File: src/mewc_pkg.sv
// Constants, register layouts and types for the motion engine and wake control block.
// Assumes a single 10 MHz clock and byte-wide registers at their own addresses.
package mewc_pkg;

	// Register addresses
	localparam logic [7:0] MEWC_ADDR_CTRL     = 8'h25;
	localparam logic [7:0] MEWC_ADDR_FEAT     = 8'h26;
	localparam logic [7:0] MEWC_ADDR_WAKE     = 8'h27;
	localparam logic [7:0] MEWC_ADDR_IRQ_STAT = 8'h30;
	localparam logic [7:0] MEWC_ADDR_IRQ_MASK = 8'h31;
	localparam logic [7:0] MEWC_ADDR_ENG_STAT = 8'h32;

	// Values after reset
	localparam logic [7:0] MEWC_CTRL_RST = 8'h08;
	localparam logic [7:0] MEWC_FEAT_RST = 8'h02;
	localparam logic [7:0] MEWC_WAKE_RST = 8'h00;
	localparam logic [7:0] MEWC_MASK_RST = 8'h00;
	localparam logic [7:0] MEWC_STAT_RST = 8'h00;

	// Interrupt status bit positions
	localparam int MEWC_IRQ_INIT_DONE = 0;
	localparam int MEWC_IRQ_CLR_DONE  = 1;
	localparam int MEWC_IRQ_WAKE      = 2;
	localparam logic [7:0] MEWC_IRQ_USED = 8'h07;

	// Clock and engine rates
	localparam int unsigned MEWC_CLK_HZ      = 10_000_000;
	localparam int unsigned MEWC_RATE_25_HZ  = 25;
	localparam int unsigned MEWC_RATE_400_HZ = 400;
	localparam int unsigned MEWC_RATE_50_HZ  = 50;
	localparam int unsigned MEWC_RATE_100_HZ = 100;
	localparam int unsigned MEWC_DIV_25      = MEWC_CLK_HZ / MEWC_RATE_25_HZ;
	localparam int unsigned MEWC_DIV_400     = MEWC_CLK_HZ / MEWC_RATE_400_HZ;
	localparam int unsigned MEWC_DIV_50      = MEWC_CLK_HZ / MEWC_RATE_50_HZ;
	localparam int unsigned MEWC_DIV_100     = MEWC_CLK_HZ / MEWC_RATE_100_HZ;

	// Sequence lengths
	localparam logic [7:0] MEWC_INIT_LAST = 8'h3F;
	localparam logic [7:0] MEWC_MEM_LAST  = 8'hFF;

	typedef enum logic [1:0] {
		MEWC_RATE_25  = 2'h0,
		MEWC_RATE_400 = 2'h1,
		MEWC_RATE_50  = 2'h2,
		MEWC_RATE_100 = 2'h3
	} mewc_rate_t;

	typedef enum logic [2:0] {
		MEWC_ST_IDLE  = 3'h1,
		MEWC_ST_INIT  = 3'h2,
		MEWC_ST_CLEAR = 3'h4
	} mewc_state_t;

	typedef struct packed {
		logic [3:0] rsv_hi;
		logic       engine_power_save;
		logic       engine_initialise;
		logic       rsv_lo;
		logic       engine_memory_clear;
	} mewc_ctrl_t;

	typedef struct packed {
		logic       rsv_hi;
		logic       significant_motion_on;
		logic       freefall_on;
		logic       tilt_on;
		logic       step_counter_on;
		logic       rsv_lo;
		mewc_rate_t engine_rate_select;
	} mewc_feat_t;

	typedef struct packed {
		logic [2:0] rsv;
		logic [1:0] wake_event_count;
		logic       wake_axis_combine;
		logic       wake_reference_mode;
		logic       wake_detect_enable;
	} mewc_wake_t;

	typedef struct packed {
		logic signed [15:0] x;
		logic signed [15:0] y;
		logic signed [15:0] z;
	} mewc_sample_t;

endpackage : mewc_pkg

File: src/mewc_top.sv
// Motion engine control, feature enables, engine rate timer and wake-on-motion detector.
// Assumes same-clock register strobes and accelerometer samples from on-chip logic.
//
// What this block does
// - Initialise bit starts sequence, clears itself after
// - Initialise pending masks all other features
// - Memory clear bit wipes engine working SRAM
// - Power-save bit selects low-power engine operation
// - Feature bit 6 enables significant motion
// - Feature bit 5 enables freefall detection
// - Feature bit 4 enables tilt detection
// - Feature bit 3 enables step counter
// - Writes accepted anytime, applied while running
// - Rate field selects 25/400/50/100 Hz engine
// - Wake fires on first..fourth over-threshold event
// - Combine bit chooses OR or AND axes
// - Reference mode: fixed first or previous sample
// - Bit 0 enables wake; host freezes fields
module mewc_top
	import mewc_pkg::*;
#(
	parameter int unsigned DIV_25  = MEWC_DIV_25,
	parameter int unsigned DIV_400 = MEWC_DIV_400,
	parameter int unsigned DIV_50  = MEWC_DIV_50,
	parameter int unsigned DIV_100 = MEWC_DIV_100
) (
	input  wire logic         ref_clk,
	input  wire logic         rst,
	input  wire logic [7:0]   reg_addr,
	input  wire logic [7:0]   reg_wdata,
	input  wire logic         reg_wr,
	input  wire logic         reg_rd,
	output logic [7:0]        reg_rdata,
	output logic              irq,
	input  wire logic         sample_valid,
	input  wire mewc_sample_t sample,
	input  wire logic [2:0]   axis_enable,
	input  wire logic [15:0]  wake_threshold,
	output mewc_feat_t        feature_out,
	output logic              engine_power_save,
	output logic              engine_busy,
	output logic              engine_tick,
	output logic              mem_clear_we,
	output logic [7:0]        mem_clear_addr,
	output logic              wake_event
);

	// Absolute difference of two samples, widened so it never wraps
	function automatic logic [16:0] abs_diff(input logic signed [15:0] a,
		input logic signed [15:0] b);
		logic signed [16:0] d;
		d = 17'(a) - 17'(b);
		return d[16] ? 17'(-d) : 17'(d);
	endfunction : abs_diff

	// Cycles per engine tick for a rate code
	function automatic logic [19:0] rate_period(input mewc_rate_t r);
		unique case (r)
			MEWC_RATE_25:  return 20'(DIV_25);
			MEWC_RATE_400: return 20'(DIV_400);
			MEWC_RATE_50:  return 20'(DIV_50);
			MEWC_RATE_100: return 20'(DIV_100);
		endcase
	endfunction : rate_period

	mewc_ctrl_t   ctrl_reg,   ctrl_next;
	mewc_feat_t   feat_reg,   feat_next;
	mewc_wake_t   wake_reg,   wake_next;
	logic [7:0]   mask_reg,   mask_next;
	logic [7:0]   stat_reg,   stat_next;
	logic [7:0]   rdata_reg,  rdata_next;
	mewc_feat_t   fout_reg,   fout_next;
	logic         psave_reg,  psave_next;
	mewc_state_t  state_reg,  state_next;
	logic [7:0]   cnt_reg,    cnt_next;
	logic [19:0]  div_reg,    div_next;
	logic         tick_reg,   tick_next;
	mewc_sample_t ref_reg,    ref_next;
	logic         refv_reg,   refv_next;
	logic [1:0]   evt_reg,    evt_next;
	logic         wev_reg,    wev_next;
	logic         init_done;
	logic         clr_done;
	logic         wr_ctrl;
	logic         wr_stat;
	logic [7:0]   hw_set;

	// Sequence completion strobes seen by the register group
	assign init_done = (state_reg == MEWC_ST_INIT) && (cnt_reg == MEWC_INIT_LAST);
	assign clr_done  = (state_reg == MEWC_ST_CLEAR) && (cnt_reg == MEWC_MEM_LAST);
	assign wr_ctrl   = reg_wr && (reg_addr == MEWC_ADDR_CTRL);
	assign wr_stat   = reg_wr && (reg_addr == MEWC_ADDR_IRQ_STAT);
	assign hw_set    = {5'h00, wev_reg, clr_done, init_done};

	// Register writes, self-clearing bits, sticky status and read port
	always_comb begin
		ctrl_next  = ctrl_reg;
		feat_next  = feat_reg;
		wake_next  = wake_reg;
		mask_next  = mask_reg;
		rdata_next = 8'h00;
		// Accepted in any state, sensor running or not
		if (wr_ctrl) begin
			ctrl_next = mewc_ctrl_t'(reg_wdata & 8'h0D);
		end else begin
			// Hardware drops the bit once its sequence ends
			if (init_done) begin
				ctrl_next.engine_initialise = 1'b0;
			end
			if (clr_done) begin
				ctrl_next.engine_memory_clear = 1'b0;
			end
		end
		if (reg_wr && reg_addr == MEWC_ADDR_FEAT) begin
			feat_next = mewc_feat_t'(reg_wdata & 8'h7B);
		end
		// Field freeze while enabled is the host's duty; the bits are stored as written
		if (reg_wr && reg_addr == MEWC_ADDR_WAKE) begin
			wake_next = mewc_wake_t'(reg_wdata & 8'h1F);
		end
		if (reg_wr && reg_addr == MEWC_ADDR_IRQ_MASK) begin
			mask_next = reg_wdata & MEWC_IRQ_USED;
		end
		// Set beats a write-one-to-clear in the same cycle
		stat_next = (stat_reg & ~(wr_stat ? reg_wdata : 8'h00)) | hw_set;
		if (reg_rd) begin
			unique case (reg_addr)
				MEWC_ADDR_CTRL:     rdata_next = ctrl_reg;
				MEWC_ADDR_FEAT:     rdata_next = feat_reg;
				MEWC_ADDR_WAKE:     rdata_next = wake_reg;
				MEWC_ADDR_IRQ_STAT: rdata_next = stat_reg;
				MEWC_ADDR_IRQ_MASK: rdata_next = mask_reg;
				MEWC_ADDR_ENG_STAT: rdata_next = {state_reg, refv_reg, evt_reg, 2'h0};
				default:            rdata_next = 8'h00;
			endcase
		end
	end

	always_ff @(posedge ref_clk) begin
		if (rst) begin
			ctrl_reg  <= mewc_ctrl_t'(MEWC_CTRL_RST);
			feat_reg  <= mewc_feat_t'(MEWC_FEAT_RST);
			wake_reg  <= mewc_wake_t'(MEWC_WAKE_RST);
			mask_reg  <= MEWC_MASK_RST;
			stat_reg  <= MEWC_STAT_RST;
			rdata_reg <= 8'h00;
		end else begin
			ctrl_reg  <= ctrl_next;
			feat_reg  <= feat_next;
			wake_reg  <= wake_next;
			mask_reg  <= mask_next;
			stat_reg  <= stat_next;
			rdata_reg <= rdata_next;
		end
	end

	assign reg_rdata = rdata_reg;
	assign irq       = |(stat_reg & mask_reg);

	// Effective feature enables, all held off while initialising
	always_comb begin
		fout_next = feat_reg;
		fout_next.rsv_hi = 1'b0;
		fout_next.rsv_lo = 1'b0;
		if (ctrl_reg.engine_initialise) begin
			fout_next.significant_motion_on = 1'b0;
			fout_next.freefall_on           = 1'b0;
			fout_next.tilt_on               = 1'b0;
			fout_next.step_counter_on       = 1'b0;
		end
		// Bit positions 6..3 carry straight through the struct
		psave_next = ctrl_reg.engine_power_save;
	end

	always_ff @(posedge ref_clk) begin
		if (rst) begin
			fout_reg  <= mewc_feat_t'(8'h00);
			psave_reg <= 1'b0;
		end else begin
			fout_reg  <= fout_next;
			psave_reg <= psave_next;
		end
	end

	assign feature_out       = fout_reg;
	assign engine_power_save = psave_reg;

	// Engine sequencer: memory clear walks every word, initialise runs a fixed count
	always_comb begin
		state_next = state_reg;
		cnt_next   = cnt_reg;
		unique case (state_reg)
			MEWC_ST_IDLE: begin
				cnt_next = 8'h00;
				// Clear goes first so initialise starts from a wiped memory
				if (ctrl_reg.engine_memory_clear) begin
					state_next = MEWC_ST_CLEAR;
				end else if (ctrl_reg.engine_initialise) begin
					state_next = MEWC_ST_INIT;
				end
			end
			MEWC_ST_CLEAR: begin
				cnt_next = cnt_reg + 8'h01;
				if (clr_done) begin
					state_next = MEWC_ST_IDLE;
				end
			end
			MEWC_ST_INIT: begin
				cnt_next = cnt_reg + 8'h01;
				if (init_done) begin
					state_next = MEWC_ST_IDLE;
				end
			end
			default: begin
				state_next = MEWC_ST_IDLE;
				cnt_next   = 8'h00;
			end
		endcase
	end

	always_ff @(posedge ref_clk) begin
		if (rst) begin
			state_reg <= MEWC_ST_IDLE;
			cnt_reg   <= 8'h00;
		end else begin
			state_reg <= state_next;
			cnt_reg   <= cnt_next;
		end
	end

	assign engine_busy    = (state_reg != MEWC_ST_IDLE);
	assign mem_clear_we   = (state_reg == MEWC_ST_CLEAR);
	assign mem_clear_addr = cnt_reg;

	// Engine rate divider; a shorter new period takes effect at once
	always_comb begin
		div_next  = div_reg + 20'h00001;
		tick_next = 1'b0;
		if (engine_busy) begin
			div_next = 20'h00000;
		end else if (div_reg >= rate_period(feat_reg.engine_rate_select) - 20'h00001) begin
			div_next  = 20'h00000;
			tick_next = 1'b1;
		end
	end

	always_ff @(posedge ref_clk) begin
		if (rst) begin
			div_reg  <= 20'h00000;
			tick_reg <= 1'b0;
		end else begin
			div_reg  <= div_next;
			tick_reg <= tick_next;
		end
	end

	assign engine_tick = tick_reg;

	// Wake-on-motion: per-axis compare, combine, count, fire
	always_comb begin
		logic [2:0] over;
		logic       hit;
		over      = 3'h0;
		hit       = 1'b0;
		ref_next  = ref_reg;
		refv_next = refv_reg;
		evt_next  = evt_reg;
		wev_next  = 1'b0;
		if (!wake_reg.wake_detect_enable) begin
			refv_next = 1'b0;
			evt_next  = 2'h0;
		end else if (sample_valid) begin
			over[0] = abs_diff(sample.x, ref_reg.x) > {1'b0, wake_threshold};
			over[1] = abs_diff(sample.y, ref_reg.y) > {1'b0, wake_threshold};
			over[2] = abs_diff(sample.z, ref_reg.z) > {1'b0, wake_threshold};
			over    = over & axis_enable;
			// AND needs every enabled axis over, and at least one enabled
			hit = wake_reg.wake_axis_combine ?
				((&(over | ~axis_enable)) && (|axis_enable)) : (|over);
			// First sample only loads the reference, nothing to compare yet
			if (!refv_reg || wake_reg.wake_reference_mode) begin
				ref_next = sample;
			end
			refv_next = 1'b1;
			if (refv_reg && hit) begin
				if (evt_reg == wake_reg.wake_event_count) begin
					wev_next = 1'b1;
					evt_next = 2'h0;
				end else begin
					evt_next = evt_reg + 2'h1;
				end
			end
		end
	end

	always_ff @(posedge ref_clk) begin
		if (rst) begin
			ref_reg  <= mewc_sample_t'(48'h000000000000);
			refv_reg <= 1'b0;
			evt_reg  <= 2'h0;
			wev_reg  <= 1'b0;
		end else begin
			ref_reg  <= ref_next;
			refv_reg <= refv_next;
			evt_reg  <= evt_next;
			wev_reg  <= wev_next;
		end
	end

	assign wake_event = wev_reg;
endmodule : mewc_top

File: config.mk
export PLATFORM = sky130hd
export DESIGN_NAME = mewc_top
export DESIGN_NICKNAME = d
export VERILOG_FILES = /design/src/mewc_pkg.sv /design/src/mewc_top.sv
export SDC_FILE = /design/constraint.sdc
export NUM_CORES = 1
export LEC_CHECK = 0
export ABC_AREA = 1
export BUFFER_PORTS_ARGS = -buffer_cell sky130_fd_sc_hd__buf_4
export CAP_MARGIN = 20
export CORE_MARGIN = 2
export CORE_UTILIZATION = 40
export CTS_BUF_LIST = sky130_fd_sc_hd__clkbuf_8
export DETAILED_ROUTE_END_ITERATION = 10
export HOLD_SLACK_MARGIN = 0.03
export PLACE_DENSITY_LB_ADDON = 0.1
export SLEW_MARGIN = 15
export SYNTH_ARGS = -nofsm -noshare
export SYNTH_HDL_FRONTEND = slang
export SYNTH_SLANG_ARGS = --single-unit
File: constraint.sdc
create_clock -name ref_clk -period 4.96 [get_ports ref_clk]
set_input_delay 0.992 -clock ref_clk [delete_from_list [all_inputs] [get_ports ref_clk]]
set_output_delay 0.992 -clock ref_clk [all_outputs]
set_load 0.005 [all_outputs]
==> impl_metrics.toml <==
[hold_path]
timing.hold.worst_path_depth = 2
worst_min_delay_path_category = "flop to flop"
min_to = "stat_reg[6]"
hold_start = "stat_reg[6]"

[worst_setup_path]
crit-reg2reg-capture = "evt_reg[1]"
worstReg2RegStart = "ref_reg[0]"
start_kind = "primary input"
setup.worst_path.class = "primary input to flop"
arrival_ns = 4.74
crit_slowest_cell = "fa_1"
r2r.worst_path.cells = 29
worst_reg_to_reg_setup_slack_ns = 0.99
end_kind = "flop"
worst-path-max-fanout = 4
worstSetupStartpoint = "sample[0]"
critical_path_required_ns = 5.34
critPathMaxStageDelay_ns = 0.43
crit_top_cell = "nand2_1"

[timing]
hold_ws_ns = 0.449
finalCritPeriodShare = 0.878
final.setup.tns_ns = 0
finalSetupViolations = 0
layout_setup_ws_ns = 0.604
maxSlewHeadroom = 0.468
timing.final.crit_period_ns = 4.36
max_freq_mhz = 230
grt_setup_unrepaired = "false"
skew_ns = 0.0183
hold_viol = 0
final_slew_violations = 0
timing_worst_slew_pin_value_ns = 0.799

[layout]
finish.net_count = 2023
fillers = 2877
antenna_cells = 0
area_growth_syn_to_layout_pct = 14.8
layout_commonest_cell = "nand2_1"
instances_no_fill = 2161
most-common-layout-cells = "nand2_1, inv_1, nor2_1"
post_route_cells_drive_above_1_share = 0.144
largest_register_ff_count = 48

[routing]
routed_via_density = 4.80
avgRoutedWirePerCell_um = 12.7
num_vias = 10375
first_iter_violations = 498
drt_drc_violations_left = 0
detail-route-antenna-nets = 0
drt_pre_antenna_iters = 5
totalWireLength_um = 27400

[placement]
port-buffer-count = 115
place.gp.congestion = 0.870
dp.cells = 2130
dp_hpwl_um = 22000
place_ws_ns = 0.222

[grt]
wire_length_of_the_first_global_routing_pass_um = 45700
first_global_vias = 9642
antenna_found_initial = 0
grt.total_usage = 0.197
globalRouteOverflowTotal = 0
grt_start_max_net_pins = 87

[outcome]
outcome = "finished, final reports clean"

[clocking]
cts_resized = 0
clock_insertion_delay_at_the_later_pin_of_the_skew_report_ns = 0.46
post_cts.repair.setup_buffers = 0
post_cts_hold_buffers = 0
cts_sinks = 124
cts_made_buffers = 17
clockRootBuffer = "clkbuf_8"
cts-root-to-sink-buffers = 2
clk_pin_slew_worst_paths_ns = 0.08
cts_tree = "done"
cts_htree_levels = 4

[pwr]
worst_ir_drop_vdd_mv = 0.136
powerDensity_nw_per_um2 = 213
cellLeakagePower_nw = 6.19

[die]
chipWidth_um = 169
initial_utilization = 0.406
num_io_pins = 118
die_height_um = 169
floorplan.die_area_um2 = 28500
core_region_area_um2 = 26800
row_count = 60

[yosys]
synth-async-reset-ratio = 0
dominantRegCellSynth = "dfxtp_1"
library_cells_used_by_synthesis = 52
synth_area_um2 = 10900
synth-edff-count = 0
synthesis.area_per_instance_um2 = 6.42
synth-seq-area-share = 0.228
synth.ff_latch_count = 124
post_synth_inst_count = 1693
synth_warnings = 0

[run]
drv_cap = 0
## how the worst max path moves through the flow
stage                 end  cells past startpoint
3_3_place_gp   evt_reg[0]                     31
6_report       evt_reg[1]                     31
3_5_place_dp   evt_reg[1]                     31
2_1_floorplan  evt_reg[0]                     32
5_1_grt        evt_reg[1]                     31
4_1_cts        evt_reg[1]                     31
## Yosys cell counts (8+ instances only)
cell type / count / area (um2)
nor2_4: 8 / 90.1
nand3_1: 72 / 360
nand3_2: 12 / 120
nand4_1: 25 / 156
nand2_1: 415 / 1560
nand3b_1: 12 / 90.1
nor3_1: 24 / 120
inv_2: 15 / 56.3
xnor2_1: 19 / 166
inv_1: 306 / 1150
o21ai_0: 80 / 400
a21oi_1: 126 / 631
nor2_1: 135 / 507
nor2_2: 16 / 100
xor2_1: 35 / 307
dfxtp_1: 124 / 2480
nand2_2: 40 / 250
clkbuf_1: 22 / 82.6
ha_1: 124 / 1550
a211oi_1: 10 / 75.1
## final cells by class
| cell class | instances | area (um2) | area share |
|---|---|---|---|
| multi-input cells | 1223 | 7080 | 0.567 |
| inverters | 322 | 1210 | 0.0968 |
| clock buffers | 20 | 275 | 0.0220 |
| flip-flops and latches | 124 | 2480 | 0.199 |
| well taps | 341 | 427 | 0.0342 |
| repair buffers | 120 | 901 | 0.0722 |
| clock inverters | 11 | 108 | 0.00862 |
## kinds of logic (layout without fill, tap and decap cells)
family                     after synthesis  in the layout  share of synthesized area
and+or+nand+nor                        784            784                      0.327
DFF                                    124            124                      0.228
other                                    2              3                   0.000691
buffers and inverters                  347            473                      0.121
adders and majority gates              127            127                      0.148
AOI/OAI and AO/OA                      254            254                      0.130
xor gates and xnor gates                55             55                     0.0450
## metrics by stage
step                       util  power [mW]  cell area, um2
after floorplan               -        1.57           10900
after global placement    0.452        1.76           12100
after detailed placement  0.452        1.77           12100
after CTS                 0.466        2.70           12500
after global routing      0.466        2.86           12500
final                     0.466        2.66           12500
## where the power goes
part           internal, mW  switching (mW)  total [mW]
Clock                 0.438           0.473       0.911
Combinational         0.292           0.452       0.744
Sequential            0.999         0.00217        1.00
Total                  1.73           0.927        2.66
## critical path, delay by kind of cell
kind            cells  cell delay, ns
simple gates       21            2.08
buf+inv             4            0.33
compound gates      2            0.36
fa+ha+maj           3            0.81
xor+xnor            1            0.15
## routing by layer
| layer | wire (um) | part of all wire | up-vias | GRT usage |
|---|---|---|---|---|
| met1 | 13200 | 0.48 | 4598 | 0.255 |
| met2 | 12900 | 0.47 | 148 | 0.339 |
| met3 | 905 | 0.033 | 21 | 0.0341 |
| met4 | 363 | 0.013 | 0 | 0.0517 |
| li1 | - | - | 5608 | - |
| met5 | 0 | 0 | - | 0 |
(Power assumes the default switching activity.)
